File: src/shared/hme_pkg.sv
// constants, states and helpers for the host message ring engine
// assumes an apb slave view of 8-bit byte addresses, 32-bit data
package hme_pkg;

  // apb register byte addresses
  localparam logic [7:0] A_CTRL      = 8'h00;
  localparam logic [7:0] A_RING0     = 8'h04;
  localparam logic [7:0] RING_STRIDE = 8'h14;
  localparam logic [7:0] F_BASE      = 8'h00;
  localparam logic [7:0] F_HDR       = 8'h04;
  localparam logic [7:0] F_NTYPE     = 8'h08;
  localparam logic [7:0] F_NVAL      = 8'h0C;
  localparam logic [7:0] F_NADDR     = 8'h10;
  localparam logic [7:0] A_NOTIFY    = 8'h2C;
  localparam logic [7:0] A_CLEAR     = 8'h30;
  localparam logic [7:0] A_HEADS     = 8'h34;
  localparam logic [7:0] A_STATE     = 8'h38;

  // control bits
  localparam int CTRL_ARM  = 0;
  localparam int CTRL_ABS  = 1;
  localparam int CTRL_SWAP = 2;
  localparam logic [2:0]  RST_CTRL = 3'h0;
  localparam logic [31:0] RST_WORD = 32'h0;

  // descriptor layout, offsets from the descriptor start
  localparam logic [15:0] DESC_LINK = 16'h0000;
  localparam logic [15:0] DESC_RSVD = 16'h0002;
  localparam logic [15:0] DESC_STAT = 16'h0003;
  localparam logic [15:0] DESC_LEN  = 16'h0004;
  localparam logic [15:0] DESC_DATA = 16'h0006;

  // status byte bits
  localparam int ST_OWN  = 0;
  localparam int ST_DONE = 1;
  localparam int ST_OVF  = 2;

  // notification kinds
  localparam logic [1:0] NT_NONE  = 2'h0;
  localparam logic [1:0] NT_IO    = 2'h1;
  localparam logic [1:0] NT_MEM   = 2'h2;
  localparam logic [1:0] NT_LEVEL = 2'h3;

  localparam logic RING_H2D = 1'b0;
  localparam logic RING_D2H = 1'b1;

  typedef enum logic [2:0] {
    S_IDLE, S_STAT, S_FETCH, S_H_DATA, S_D_DATA, S_D_LEN, S_RET, S_NOTE
  } hme_state_e;

  // host byte address: segmented (segment*16 + offset) or 24-bit absolute
  function automatic logic [23:0] addr_of(input logic [31:0] a, input logic [15:0] off,
                                          input logic absm);
    if (absm)
      return a[23:0] + {8'h00, off};
    return {4'h0, a[31:16], 4'h0} + {8'h00, a[15:0]} + {8'h00, off};
  endfunction

  function automatic logic reg_hit(input logic [7:0] pa, input logic r, input logic [7:0] f);
    return pa == A_RING0 + (r ? RING_STRIDE : 8'h00) + f;
  endfunction

endpackage

File: src/design/hme_msg_ram.sv
// staging memory for an outgoing message, one write and one read port
// read data are registered: address in one cycle, data the next
`timescale 1ns/1ps
`default_nettype none
module hme_msg_ram #(
  parameter int DW    = 8,
  parameter int DEPTH = 64,
  parameter int AW    = $clog2(DEPTH)
) (
  input  wire logic          pclk,
  input  wire logic          presetn,
  input  wire logic          wr_en,
  input  wire logic [AW-1:0] wr_addr,
  input  wire logic [DW-1:0] wr_data,
  input  wire logic [AW-1:0] rd_addr,
  output logic      [DW-1:0] rd_data
);
  logic [DW-1:0] mem [DEPTH];

  always_ff @(posedge pclk) begin
    if (wr_en) begin
      mem[wr_addr] <= wr_data;
    end
  end

  always_ff @(posedge pclk or negedge presetn) begin
    if (!presetn) begin
      rd_data <= '0;
    end else begin
      rd_data <= mem[rd_addr];
    end
  end
endmodule
`default_nettype wire

File: src/design/hme_ring_engine.sv
// device end of a two-ring message exchange in shared host memory
// assumes a byte-wide host memory port answering with mem_ack, apb config
// Functional notes
// - per ring notify: none, io, memory, level
// - level line held until clear port write
// - pending bit readable at notify port
// - io/memory notify writes configured value, low byte only
// - io notify uses low address word only
// - memory notify address follows address mode
// - config fields read back unchanged
// - link 0, reserved 2, status 3, length 4, data 6
// - offsets are 16-bit within one segment
// - status bit 0 ownership, 1 means device
// - handing back clears owner and done
// - overflow bit set on truncated message
// - length is byte count both directions
// - data passed raw, optional address-bit swap
// - never store more bytes than length
// - only header descriptor looked at, link advances
// - outgoing: own, fill, flag, release, notify
// - on notify consume until host-owned
`timescale 1ns/1ps
`default_nettype none
module hme_ring_engine #(
  parameter int MSG_DEPTH = 64
) (
  input  wire logic        pclk,
  input  wire logic        presetn,
  input  wire logic        psel,
  input  wire logic        penable,
  input  wire logic        pwrite,
  input  wire logic [7:0]  paddr,
  input  wire logic [31:0] pwdata,
  output logic             pready,
  output logic      [31:0] prdata,
  output logic             pslverr,
  output logic             mem_req,
  output logic             mem_we,
  output logic             mem_io,
  output logic      [23:0] mem_addr,
  output logic      [7:0]  mem_wdata,
  input  wire logic [7:0]  mem_rdata,
  input  wire logic        mem_ack,
  output logic             irq_level,
  output logic             rx_valid,
  output logic      [7:0]  rx_data,
  output logic             rx_last,
  input  wire logic        rx_ready,
  input  wire logic        usr_wr_en,
  input  wire logic [$clog2(MSG_DEPTH)-1:0] usr_wr_addr,
  input  wire logic [7:0]  usr_wr_data,
  input  wire logic        usr_send,
  input  wire logic [15:0] usr_len,
  output logic             usr_busy
);
  localparam int AW = $clog2(MSG_DEPTH);

  // configuration registers
  logic [2:0]        ctrl_q, ctrl_d;
  logic [1:0][31:0]  base_q, base_d, naddr_q, naddr_d;
  logic [1:0][15:0]  hdr_q, hdr_d, nval_q, nval_d;
  logic [1:0][1:0]   ntype_q, ntype_d;
  logic [31:0]       prdata_q, prdata_d;
  logic              mapped;
  logic              wr_acc, note_wr, clr_wr, arm_load;

  // engine state
  hme_pkg::hme_state_e st_q, st_d;
  logic              ring_q, ring_d;
  logic [1:0]        k_q, k_d;
  logic [15:0]       link_q, link_d, len_q, len_d, idx_q, idx_d, desc_q, desc_d;
  logic [15:0]       mlen_q, mlen_d;
  logic [1:0][15:0]  head_q, head_d;
  logic              ovf_q, ovf_d, rxv_q, rxv_d;
  logic [7:0]        rxd_q, rxd_d;
  logic              h_pend_q, h_pend_d, d_kick_q, d_kick_d, d_req_q, d_req_d;
  logic [1:0]        irq_q, irq_d;
  logic              acc_q, acc_d, we_q, we_d, io_q, io_d;
  logic [23:0]       addr_q, addr_d;
  logic [7:0]        wd_q, wd_d;
  logic              go, go_we, go_io, go_raw, ack, start;
  logic [15:0]       go_off, cnt, swap_m;
  logic [7:0]        go_wd, ram_rdata;
  logic [1:0]        set_irq;
  logic              clr_h, clr_k;

  assign wr_acc   = psel && penable && pwrite;
  assign note_wr  = wr_acc && paddr == hme_pkg::A_NOTIFY;
  assign clr_wr   = wr_acc && paddr == hme_pkg::A_CLEAR;
  assign arm_load = wr_acc && paddr == hme_pkg::A_CTRL && pwdata[hme_pkg::CTRL_ARM]
                    && !ctrl_q[hme_pkg::CTRL_ARM];
  // zero-wait slave: read data captured in the setup cycle
  assign pready   = 1'b1;
  assign pslverr  = psel && penable && !mapped;
  assign prdata   = prdata_q;

  always_comb begin
    ctrl_d   = ctrl_q;
    base_d   = base_q;
    hdr_d    = hdr_q;
    ntype_d  = ntype_q;
    nval_d   = nval_q;
    naddr_d  = naddr_q;
    prdata_d = prdata_q;
    mapped   = paddr == hme_pkg::A_CTRL || paddr == hme_pkg::A_NOTIFY ||
               paddr == hme_pkg::A_CLEAR || paddr == hme_pkg::A_HEADS ||
               paddr == hme_pkg::A_STATE;
    if (psel && !penable) begin
      prdata_d = 32'h0000_0000;
      unique case (paddr)
        hme_pkg::A_CTRL:   prdata_d = {29'h0, ctrl_q};
        hme_pkg::A_NOTIFY: prdata_d = {30'h0, irq_q};
        hme_pkg::A_HEADS:  prdata_d = {head_q[1], head_q[0]};
        hme_pkg::A_STATE:  prdata_d = {28'h0, d_kick_q, h_pend_q, d_req_q, st_q != hme_pkg::S_IDLE};
        default:           prdata_d = 32'h0000_0000;
      endcase
    end
    for (int r = 0; r < 2; r++) begin
      if (hme_pkg::reg_hit(paddr, r[0], hme_pkg::F_BASE) ||
          hme_pkg::reg_hit(paddr, r[0], hme_pkg::F_HDR) ||
          hme_pkg::reg_hit(paddr, r[0], hme_pkg::F_NTYPE) ||
          hme_pkg::reg_hit(paddr, r[0], hme_pkg::F_NVAL) ||
          hme_pkg::reg_hit(paddr, r[0], hme_pkg::F_NADDR)) begin
        mapped = 1'b1;
      end
      if (psel && !penable) begin
        if (hme_pkg::reg_hit(paddr, r[0], hme_pkg::F_BASE))  prdata_d = base_q[r];
        if (hme_pkg::reg_hit(paddr, r[0], hme_pkg::F_HDR))   prdata_d = {16'h0, hdr_q[r]};
        if (hme_pkg::reg_hit(paddr, r[0], hme_pkg::F_NTYPE)) prdata_d = {30'h0, ntype_q[r]};
        if (hme_pkg::reg_hit(paddr, r[0], hme_pkg::F_NVAL))  prdata_d = {16'h0, nval_q[r]};
        if (hme_pkg::reg_hit(paddr, r[0], hme_pkg::F_NADDR)) prdata_d = naddr_q[r];
      end
      if (wr_acc) begin
        if (hme_pkg::reg_hit(paddr, r[0], hme_pkg::F_BASE))  base_d[r]  = pwdata;
        if (hme_pkg::reg_hit(paddr, r[0], hme_pkg::F_HDR))   hdr_d[r]   = pwdata[15:0];
        if (hme_pkg::reg_hit(paddr, r[0], hme_pkg::F_NTYPE)) ntype_d[r] = pwdata[1:0];
        if (hme_pkg::reg_hit(paddr, r[0], hme_pkg::F_NVAL))  nval_d[r]  = pwdata[15:0];
        if (hme_pkg::reg_hit(paddr, r[0], hme_pkg::F_NADDR)) naddr_d[r] = pwdata;
      end
    end
    if (wr_acc && paddr == hme_pkg::A_CTRL) begin
      ctrl_d = pwdata[2:0];
    end
  end

  always_ff @(posedge pclk or negedge presetn) begin
    if (!presetn) begin
      ctrl_q   <= hme_pkg::RST_CTRL;
      base_q   <= '0;
      hdr_q    <= '0;
      ntype_q  <= '0;
      nval_q   <= '0;
      naddr_q  <= '0;
      prdata_q <= hme_pkg::RST_WORD;
    end else begin
      ctrl_q   <= ctrl_d;
      base_q   <= base_d;
      hdr_q    <= hdr_d;
      ntype_q  <= ntype_d;
      nval_q   <= nval_d;
      naddr_q  <= naddr_d;
      prdata_q <= prdata_d;
    end
  end

  // byte order swap by inverting address bit 0
  assign swap_m = {15'h0, ctrl_q[hme_pkg::CTRL_SWAP]};
  // bytes stored capped at descriptor length
  assign cnt    = (mlen_q < len_q) ? mlen_q : len_q;
  assign ack    = acc_q && mem_ack;
  assign start  = usr_send && !d_req_q;

  always_comb begin
    st_d = st_q;  ring_d = ring_q;  k_d = k_q;  link_d = link_q;  len_d = len_q;
    idx_d = idx_q;  desc_d = desc_q;  head_d = head_q;  ovf_d = ovf_q;  mlen_d = mlen_q;
    rxv_d = rxv_q;  rxd_d = rxd_q;  d_req_d = d_req_q;
    acc_d = acc_q && !mem_ack;  we_d = we_q;  io_d = io_q;  addr_d = addr_q;  wd_d = wd_q;
    go = 1'b0;  go_we = 1'b0;  go_io = 1'b0;  go_raw = 1'b0;  go_off = 16'h0;  go_wd = 8'h00;
    set_irq = 2'b00;  clr_h = 1'b0;  clr_k = 1'b0;
    unique case (st_q)
      hme_pkg::S_IDLE: begin
        if (ctrl_q[hme_pkg::CTRL_ARM]) begin
          if (h_pend_q) begin
            clr_h  = 1'b1;
            ring_d = hme_pkg::RING_H2D;
            desc_d = head_q[0];
            st_d   = hme_pkg::S_STAT;
          end else if (d_req_q && d_kick_q) begin
            clr_k  = 1'b1;
            ring_d = hme_pkg::RING_D2H;
            desc_d = head_q[1];
            st_d   = hme_pkg::S_STAT;
          end
        end
      end
      // only device-owned header descriptor is used
      hme_pkg::S_STAT: begin
        go     = 1'b1;
        go_off = hme_pkg::DESC_STAT;
        if (ack) begin
          k_d  = 2'h0;
          st_d = mem_rdata[hme_pkg::ST_OWN] ? hme_pkg::S_FETCH : hme_pkg::S_IDLE;
        end
      end
      // link and length read low byte first
      hme_pkg::S_FETCH: begin
        go     = 1'b1;
        go_off = (k_q[1] ? hme_pkg::DESC_LEN : hme_pkg::DESC_LINK) + {15'h0, k_q[0]};
        if (ack) begin
          k_d = k_q + 2'h1;
          unique case (k_q)
            2'h0: link_d[7:0]  = mem_rdata;
            2'h1: link_d[15:8] = mem_rdata;
            2'h2: len_d[7:0]   = mem_rdata;
            2'h3: len_d[15:8]  = mem_rdata;
          endcase
          if (k_q == 2'h3) begin
            head_d[ring_q] = link_q;
            idx_d = 16'h0;
            ovf_d = 1'b0;
            st_d  = ring_q ? hme_pkg::S_D_DATA : hme_pkg::S_H_DATA;
          end
        end
      end
      // stall while no consumer takes the byte
      hme_pkg::S_H_DATA: begin
        if (len_q == 16'h0) begin
          st_d = hme_pkg::S_RET;
        end else if (rxv_q) begin
          if (rx_ready) begin
            rxv_d = 1'b0;
            if (idx_q == len_q - 16'h1) st_d = hme_pkg::S_RET;
            else idx_d = idx_q + 16'h1;
          end
        end else begin
          go     = 1'b1;
          go_off = hme_pkg::DESC_DATA + (idx_q ^ swap_m);
          if (ack) begin
            rxv_d = 1'b1;
            rxd_d = mem_rdata;
          end
        end
      end
      // fill data, then length and flags
      hme_pkg::S_D_DATA: begin
        if (idx_q == cnt) begin
          ovf_d = mlen_q > len_q;
          k_d   = 2'h0;
          st_d  = hme_pkg::S_D_LEN;
        end else begin
          go     = 1'b1;
          go_we  = 1'b1;
          go_off = hme_pkg::DESC_DATA + (idx_q ^ swap_m);
          go_wd  = ram_rdata;
          if (ack) idx_d = idx_q + 16'h1;
        end
      end
      hme_pkg::S_D_LEN: begin
        go     = 1'b1;
        go_we  = 1'b1;
        go_off = hme_pkg::DESC_LEN + {15'h0, k_q[0]};
        go_wd  = k_q[0] ? idx_q[15:8] : idx_q[7:0];
        if (ack) begin
          k_d = k_q + 2'h1;
          if (k_q[0]) st_d = hme_pkg::S_RET;
        end
      end
      // release with owner and done cleared
      hme_pkg::S_RET: begin
        go     = 1'b1;
        go_we  = 1'b1;
        go_off = hme_pkg::DESC_STAT;
        go_wd  = {5'h00, ovf_q, 2'b00};
        if (ack) begin
          if (ring_q) d_req_d = 1'b0;
          st_d = hme_pkg::S_NOTE;
        end
      end
      // notify as configured for this ring
      hme_pkg::S_NOTE: begin
        if (ntype_q[ring_q] == hme_pkg::NT_IO || ntype_q[ring_q] == hme_pkg::NT_MEM) begin
          go     = 1'b1;
          go_we  = 1'b1;
          go_raw = 1'b1;
          go_io  = ntype_q[ring_q] == hme_pkg::NT_IO;
          go_wd  = nval_q[ring_q][7:0];
        end else if (ntype_q[ring_q] == hme_pkg::NT_LEVEL) begin
          set_irq[ring_q] = 1'b1;
        end
        if (ack || !go) begin
          desc_d = head_q[0];
          st_d   = ring_q ? hme_pkg::S_IDLE : hme_pkg::S_STAT;
        end
      end
    endcase
    if (go && !acc_q) begin
      acc_d = 1'b1;
      we_d  = go_we;
      io_d  = go_io;
      wd_d  = go_wd;
      // notify writes go to the configured target
      if (go_raw && go_io) begin
        addr_d = {8'h00, naddr_q[ring_q][15:0]};
      end else if (go_raw) begin
        addr_d = hme_pkg::addr_of(naddr_q[ring_q], 16'h0, ctrl_q[hme_pkg::CTRL_ABS]);
      end else begin
        // 16-bit offsets inside the ring segment
        addr_d = hme_pkg::addr_of(base_q[ring_q], desc_q + go_off, ctrl_q[hme_pkg::CTRL_ABS]);
      end
    end
    if (start) begin
      d_req_d = 1'b1;
      mlen_d  = usr_len;
    end
    if (arm_load) head_d = hdr_q;
  end

  // set wins over clear on every flag
  assign h_pend_d = (h_pend_q && !clr_h) || note_wr;
  assign d_kick_d = (d_kick_q && !clr_k) || note_wr || start;
  // level held until the clear port is written
  assign irq_d    = (irq_q & ~{2{clr_wr}}) | set_irq;

  always_ff @(posedge pclk or negedge presetn) begin
    if (!presetn) begin
      st_q <= hme_pkg::S_IDLE;  ring_q <= 1'b0;  k_q <= 2'h0;  link_q <= 16'h0;
      len_q <= 16'h0;  idx_q <= 16'h0;  desc_q <= 16'h0;  head_q <= '0;  ovf_q <= 1'b0;
      mlen_q <= 16'h0;  rxv_q <= 1'b0;  rxd_q <= 8'h00;  h_pend_q <= 1'b0;  d_kick_q <= 1'b0;
      d_req_q <= 1'b0;  irq_q <= 2'b00;  acc_q <= 1'b0;  we_q <= 1'b0;  io_q <= 1'b0;
      addr_q <= 24'h0;  wd_q <= 8'h00;
    end else begin
      st_q <= st_d;  ring_q <= ring_d;  k_q <= k_d;  link_q <= link_d;
      len_q <= len_d;  idx_q <= idx_d;  desc_q <= desc_d;  head_q <= head_d;  ovf_q <= ovf_d;
      mlen_q <= mlen_d;  rxv_q <= rxv_d;  rxd_q <= rxd_d;  h_pend_q <= h_pend_d;
      d_kick_q <= d_kick_d;  d_req_q <= d_req_d;  irq_q <= irq_d;  acc_q <= acc_d;
      we_q <= we_d;  io_q <= io_d;  addr_q <= addr_d;  wd_q <= wd_d;
    end
  end

  // read address runs one step ahead so data match idx_q
  hme_msg_ram #(.DW(8), .DEPTH(MSG_DEPTH)) u_ram (
    .pclk    (pclk),
    .presetn (presetn),
    .wr_en   (usr_wr_en),
    .wr_addr (usr_wr_addr),
    .wr_data (usr_wr_data),
    .rd_addr (idx_d[AW-1:0]),
    .rd_data (ram_rdata)
  );

  assign mem_req   = acc_q;
  assign mem_we    = we_q;
  assign mem_io    = io_q;
  assign mem_addr  = addr_q;
  assign mem_wdata = wd_q;
  assign irq_level = |irq_q;
  assign rx_valid  = rxv_q;
  assign rx_data   = rxd_q;
  assign rx_last   = rxv_q && idx_q == len_q - 16'h1;
  assign usr_busy  = d_req_q;
endmodule
`default_nettype wire

File: config.mk
export PLATFORM = sky130hd
export DESIGN_NAME = hme_ring_engine
export DESIGN_NICKNAME = d
export VERILOG_FILES = /design/src/shared/hme_pkg.sv /design/src/design/hme_msg_ram.sv /design/src/design/hme_ring_engine.sv
export SDC_FILE = /design/constraint.sdc
export NUM_CORES = 2
export LEC_CHECK = 0
export BUFFER_PORTS_ARGS = -buffer_cell sky130_fd_sc_hd__buf_4
export CORE_ASPECT_RATIO = 2
export CORE_MARGIN = 2
export CORE_UTILIZATION = 55
export CTS_BUF_LIST = sky130_fd_sc_hd__clkbuf_16
export DETAILED_ROUTE_END_ITERATION = 7
export GPL_ROUTABILITY_DRIVEN = 0
export PLACE_DENSITY = 0.71
export SETUP_SLACK_MARGIN = 0.1
export SYNTH_ARGS = -nofsm -noshare
export SYNTH_HDL_FRONTEND = slang
export SYNTH_SLANG_ARGS = --single-unit
File: constraint.sdc
create_clock -name pclk -period 23.8 [get_ports pclk]
set_clock_uncertainty 0.15 [all_clocks]
set_input_delay 4.76 -clock pclk [delete_from_list [all_inputs] [get_ports pclk]]
set_output_delay 4.76 -clock pclk [all_outputs]
set_load 0.02 [all_outputs]
== After elaboration in Yosys (flattened, before gate mapping) ==
Memory sizes are Yosys's and may differ from the RTL's. A register that Yosys moved wholly into a read port is not among the register bits.
Index checks and enable logic that the tools add are counted.

* Bits in registers: 399
* Bits in writable memories: 512
* Input port bits: 87
* Output and inout port bits: 81
* Word-level logic and storage cells: 328
* Memories kept: 1

* $add $sub $neg: 11
* Magnitude comparators: 4
* Equal/unequal tests: 49
* Mux-type cells: 129
* Bitwise operators: 6
* Reduce and logical (&&, ||, !) cells: 91

{| class="wikitable"
|+ Memories
! memory !! words !! bits a word !! read ports !! clocked after Yosys merged registers in !! wr ports !! line !! source
|-
| u_ram.mem || 64 || 8 || 1 || 1 || 1 || hme_msg_ram.sv:18 || <nowiki>logic [DW-1:0] mem [DEPTH];</nowiki>
|}

{| class="wikitable"
|+ Operators by type and width
! kind !! count
|-
| 2-to-1 mux 32 bit || 21
|-
| 2-to-1 mux 16 bit || 17
|-
| 2-to-1 mux 24 bit || 6
|-
| case mux 32 bit (4 select lines) || 1
|-
| case mux 16 bit (5 select lines) || 1
|-
| equality test 8 x 6 -> 1 bit (second input constant) || 7
|-
| 2-to-1 mux 3 bit || 17
|-
| case mux 16 bit (3 select lines) || 1
|-
| adder 20 x 16 -> 21 bit || 2
|-
| 2-to-1 mux 1 bit || 41
|-
| 2-to-1 mux 8 bit || 5
|-
| bitwise mux 32 bit || 1
|-
| equality test 16 bit || 2
|-
| equality test 8 x 5 -> 1 bit (second input constant) || 4
|-
| case mux 16 bit (2 select lines) || 1
|-
| case mux 8 bit (4 select lines) || 1
|-
| inequality test 2 bit (second input constant) || 15
|-
| adder 24 x 16 -> 24 bit || 1
|-
| case mux 3 bit (8 select lines) || 1
|-
| adder 21 x 16 -> 22 bit || 1
|-
| AND reduction 2 bit || 11
|-
| AND reduction 3 bit || 7
|-
| logical AND 1 bit || 19
|-
| 2-to-1 mux 2 bit || 9
|-
| other kinds (44) || 98
|}

== Longest topological paths before layout ==
* Depth after elaboration: 15
* Depth in mapped cells: 36
* Depth with buffers taken out: 34

== Modules after synthesis ==
From an unflattened synthesis, not the netlist that was laid out.

* Cells, all modules: 3,265
* Area total of the unflattened synthesis: 44,197.4 µm²

{| class="wikitable"
|+ By module, submodules not included
! module !! instances !! cells each !! area an instance (µm²) !! seq. area each (µm²)
|-
| hme_ring_engine || 1 || 2,353 || 24,025.5 || 9,984.6
|-
| hme_msg_ram || 1 || 912 || 20,171.8 || 15,574.9
|}

== Worst setup path after synthesis ==
Ideal clock, no wire load.

* Path kind: in2out
* Start: input paddr[2]
* End: output pslverr
* Arrival time: 6.801 ns
* Required time: 18.890 ns
* Slack: 12.089 ns
* Stages on the path: 7
* Path buffers: 3
* Path through: clkbuf_1 -> or4b_2 -> clkbuf_1 -> nor2_1 -> or4_1 -> clkbuf_1 -> nor4_1

* Word-level cells in the longest chain between the ends: 9
* Elaborated cells between the ends (all ways): 31
* Classes of those cells: eq/ne (14); mux (2); reduce/logical (15)

{| class="wikitable"
|+ RTL lines
! element !! line !! source
|-
| start: declaration || hme_ring_engine.sv:32 || <nowiki>input wire logic [7:0] paddr,</nowiki>
|-
| equality test 8 x 6 -> 1 bit, or another cell as far along || hme_ring_engine.sv:105 || <nowiki>mapped = paddr == hme_pkg::A_CTRL || paddr == hme_pkg::A_NOTIFY ||</nowiki>
|-
| logical OR 1 bit, on equally long branches || hme_ring_engine.sv:105, hme_ring_engine.sv:119 ||
|-
| logical OR 1 bit, on equally long branches || hme_ring_engine.sv:105, hme_ring_engine.sv:120 ||
|-
| logical OR 1 bit, on equally long branches || hme_ring_engine.sv:106, hme_ring_engine.sv:121 ||
|-
| logical OR 1 bit, on equally long branches || hme_ring_engine.sv:106, hme_ring_engine.sv:122 ||
|-
| 2-to-1 mux 1 bit || hme_ring_engine.sv:119 || <nowiki>if (hme_pkg::reg_hit(paddr, r[0], hme_pkg::F_BASE) ||</nowiki>
|-
| 2-to-1 mux 1 bit * || hme_ring_engine.sv:119 ||
|-
| zero test 1 bit * || hme_ring_engine.sv:94 || <nowiki>assign pslverr = psel && penable && !mapped;</nowiki>
|-
| logical AND 1 bit * || hme_ring_engine.sv:94 ||
|-
| end: declaration || hme_ring_engine.sv:36 || <nowiki>output logic pslverr,</nowiki>
|}

Mark *: on every way between the ends. The rest lies on a longest branch, timed or not.

== Worst setup path after layout ==
* Start: input paddr[1]
* End: output pslverr

The elaborated chain is that of the path after synthesis.

==> impl_metrics.env <==
export IMPL_outcome="finished with violations"
export IMPL_violations="capacitance limit, slew limit"
export IMPL_final_seq_area_um2=25560
export IMPL_postRouteAntennaNets=0
export IMPL_critPathLaunch="paddr[1]"
export IMPL_synth_top_family_by_area="compound AO/OA/AOI/OAI gates"
export IMPL_fin_nets=4148
export IMPL_synthAdderAreaFrac_pct=3.163
export IMPL_drc=0
export IMPL_synthCells=3939
export IMPL_path_class="input pin to output pin"
export IMPL_slew_headroom_pct=-10.80
export IMPL_insertion_delay_ps=690
export IMPL_rsz0062_at_grt="false"
export IMPL_grt_pass1_wl_mm=231.7
export IMPL_coreArea_um2=82220
export IMPL_p_int_uw=3090
export IMPL_clk_pin_slew_ps=60
export IMPL_crit_path_end_kind="output pin"
export IMPL_holdWs_ps=325.6
export IMPL_p_sw_share_pct=38.26
export IMPL_die_w_um=207.2
export IMPL_arrival_ps=6790
export IMPL_tightest_slew_ps=1616
export IMPL_synth_seq_cells=919
export IMPL_synth_top_flop_cell="edfxtp_1"
export IMPL_synth_compound_area_share_pct=13.48
export IMPL_cts_num_sinks=919
export IMPL_final_max_slew_violation_count=8
export IMPL_synthMuxAreaShare_pct=9.532
export IMPL_hold_buffers=0
export IMPL_r2r_cells=32
export IMPL_worst_r2r_startpoint="len_q[12]"
export IMPL_grt_antenna_before_repair=7
export IMPL_avgRoutedWirePerCell_um=31.33
export IMPL_synth_area_per_cell_um2=11.53
export IMPL_multiInputGateArea_um2=18440
export IMPL_port_buffers=166
export IMPL_cts_root_buf="clkbuf_16"
export IMPL_start_kind="input pin"
export IMPL_pwr_share_clk_pct=27.2
export IMPL_p_seq_share_pct=38.5
export IMPL_track_usage_pct=37.60
export IMPL_initial_core_util_pct=55.24
export IMPL_max_vdd_ir_drop_mv=0.1213
export IMPL_cts_buffers=79
export IMPL_layout_common_cells="edfxtp_1 (512), dfrtp_1 (406), mux2_2 (290)"
export IMPL_grt_max_degree=186
export IMPL_num_vias=34362
export IMPL_cts_setup_buffers=0
export IMPL_fillers=6654
export IMPL_finalSetupTns_ps=0
export IMPL_die_area_um2=85030
export IMPL_synthXorXnorAreaFrac_pct=2.276
export IMPL_cts_resized=0
export IMPL_synthSimpleGateAreaFrac_pct=11.92
export IMPL_synth_area_um2=45420
export IMPL_crit_required_ps=18890
export IMPL_area_delta_synth_final_pct=10.31
export IMPL_p_leak_uw=0.02025
export IMPL_power_frac_comb_pct=34.2
export IMPL_mostFrequentLayoutCell="edfxtp_1"
export IMPL_num_io_pins=168
export IMPL_cp_max_fo=19
export IMPL_drt_pass1_iterations=7
export IMPL_drt_initial_drc_count=3970
export IMPL_finalCritPeriodShare_pct=49.17
export IMPL_synth_seq_area_share_pct=56.28
export IMPL_cts_tree="done"
export IMPL_dp_hpwl_mm=109.7
export IMPL_hold_class="flop to flop"
export IMPL_overflow=0
export IMPL_power_switching_uw=1915
export IMPL_fmaxAchievable_ghz=0.08545
export IMPL_rows=149
export IMPL_cts_htree_levels=3
export IMPL_drive_gt1_share_pct=17.38
export IMPL_synth_edf_count=512
export IMPL_period_needed_ps=11700
export IMPL_ys_async_sr_fraction_pct=44.29
export IMPL_synth_cell_types=89
export IMPL_synth_fp_nets=4130
export IMPL_wirelength_mm=159.4
export IMPL_whs_path_depth=2
export IMPL_setup_viol=0
export IMPL_grt_pass1_vias=33993
export IMPL_max_cap_violations=4
export IMPL_cts_buffer_depth=3
export IMPL_finalPower_uw=5005
export IMPL_hold_viol_final=0
export IMPL_min_from="mem_io"
export IMPL_ff2ff_setup_slack_ps=14840
export IMPL_ys_warn_count=0
export IMPL_viasPerCell=6.752
export IMPL_die_h_um=410.4
export IMPL_p_per_area_nw_per_um2=99.90
sequential cells by signal (all words and copies together), names as in the netlist, 24 cells and up:
signal	cells
base_q	64
head_q	32
nval_q	32
hdr_q	32
mem_addr	24
naddr_q	64
u_ram.mem	512
prdata	32
cell families (layout without fill, tap and decap cells):
logic type,after synthesis,in the layout
AND/OR/NAND/NOR,1094,1094
AO/OA/AOI/OAI,933,933
flip-flops,919,919
multiplexers,395,395
buffers and inverters,375,459
XOR/XNOR,118,118
adder cells (fa/ha/maj),104,104
other,1,10
power by group through the flow:
stage	Combinational, µW	Sequential, µW	Clock [µW]
2_1_floorplan	1110	1910	0
3_3_place_gp	1640	1950	0
3_5_place_dp	1670	1950	0
4_1_cts	1670	1920	1370
5_1_grt	1830	1930	1430
6_report	1710	1930	1360
critical path, cell delays in order:
cell	delay, ps
buf_4	130
or4b_2	770
nor2_1	170
buf_4	280
or4_1	380
nor4_1	120
buf_4	170
worst paths after layout:
| kind | endpoint |
|---|---|
| worst max-delay path | pslverr |
| worst min-delay path | mem_io |
| worst min register to register | mem_io |
| worst max register to register | mem_addr[18] |
| max in group asynchronous | head_q[30] |
| min in group asynchronous | mem_addr[8] |
metrics by stage:
stage | instance area [µm²] | setup WS (ps) | cells | util [%]
after floorplan | 45420 | 12090 | 3939 | -
after global placement | 47360 | 12190 | 4933 | 57.61
after detailed placement | 47360 | 12180 | 4933 | 57.61
after CTS | 50060 | 12150 | 5080 | 60.88
after global routing | 50090 | 12050 | 5083 | 60.92
final | 50100 | 12100 | 5089 | 60.94
synth_stat cells, types with 24 or more instances:
cell type	number	area share, %
xor2_1	52	1.0
nand4_1	121	1.7
o21ai_0	251	2.8
a31oi_1	38	0.52
inv_1	85	0.70
mux2i_1	104	2.3
a22oi_1	41	0.68
and3_1	75	1.0
a222oi_1	31	0.68
edfxtp_1	512	34
xnor2_1	66	1.3
nor2_1	237	2.0
buf_1	30	0.25
ha_1	86	2.4
o21bai_1	32	0.53
nand2_1	262	2.2
mux2_2	290	7.2
a21oi_1	197	2.2
nor3_1	52	0.57
a21o_1	24	0.40
nand3_1	213	2.3
a41oi_1	35	0.67
buf_2	47	0.52
a211oi_1	67	1.1
clkbuf_1	197	1.6
dfrtp_1	407	22
routing by layer:
layer | vias to the layer above | GRT usage (%) | wire length [µm]
met3 | 637 | 9.736 | 13070
met1 | 16904 | 36.91 | 48740
met2 | 1886 | 62.67 | 77670
li1 | 14933 | - | -
met5 | - | 0 | 13
met4 | 2 | 38.46 | 19920
final cells by class:
cell class | instances | area share (%)
flip-flops and latches | 919 | 51.02
multi-input cells | 2645 | 36.81
clock buffers | 81 | 4.046
repair buffers | 223 | 3.431
well taps | 1057 | 2.640
clock inverters | 66 | 1.334
inverters | 89 | 0.6693
diodes | 9 | 0.04495
Power figures use the tool's default switching activity.
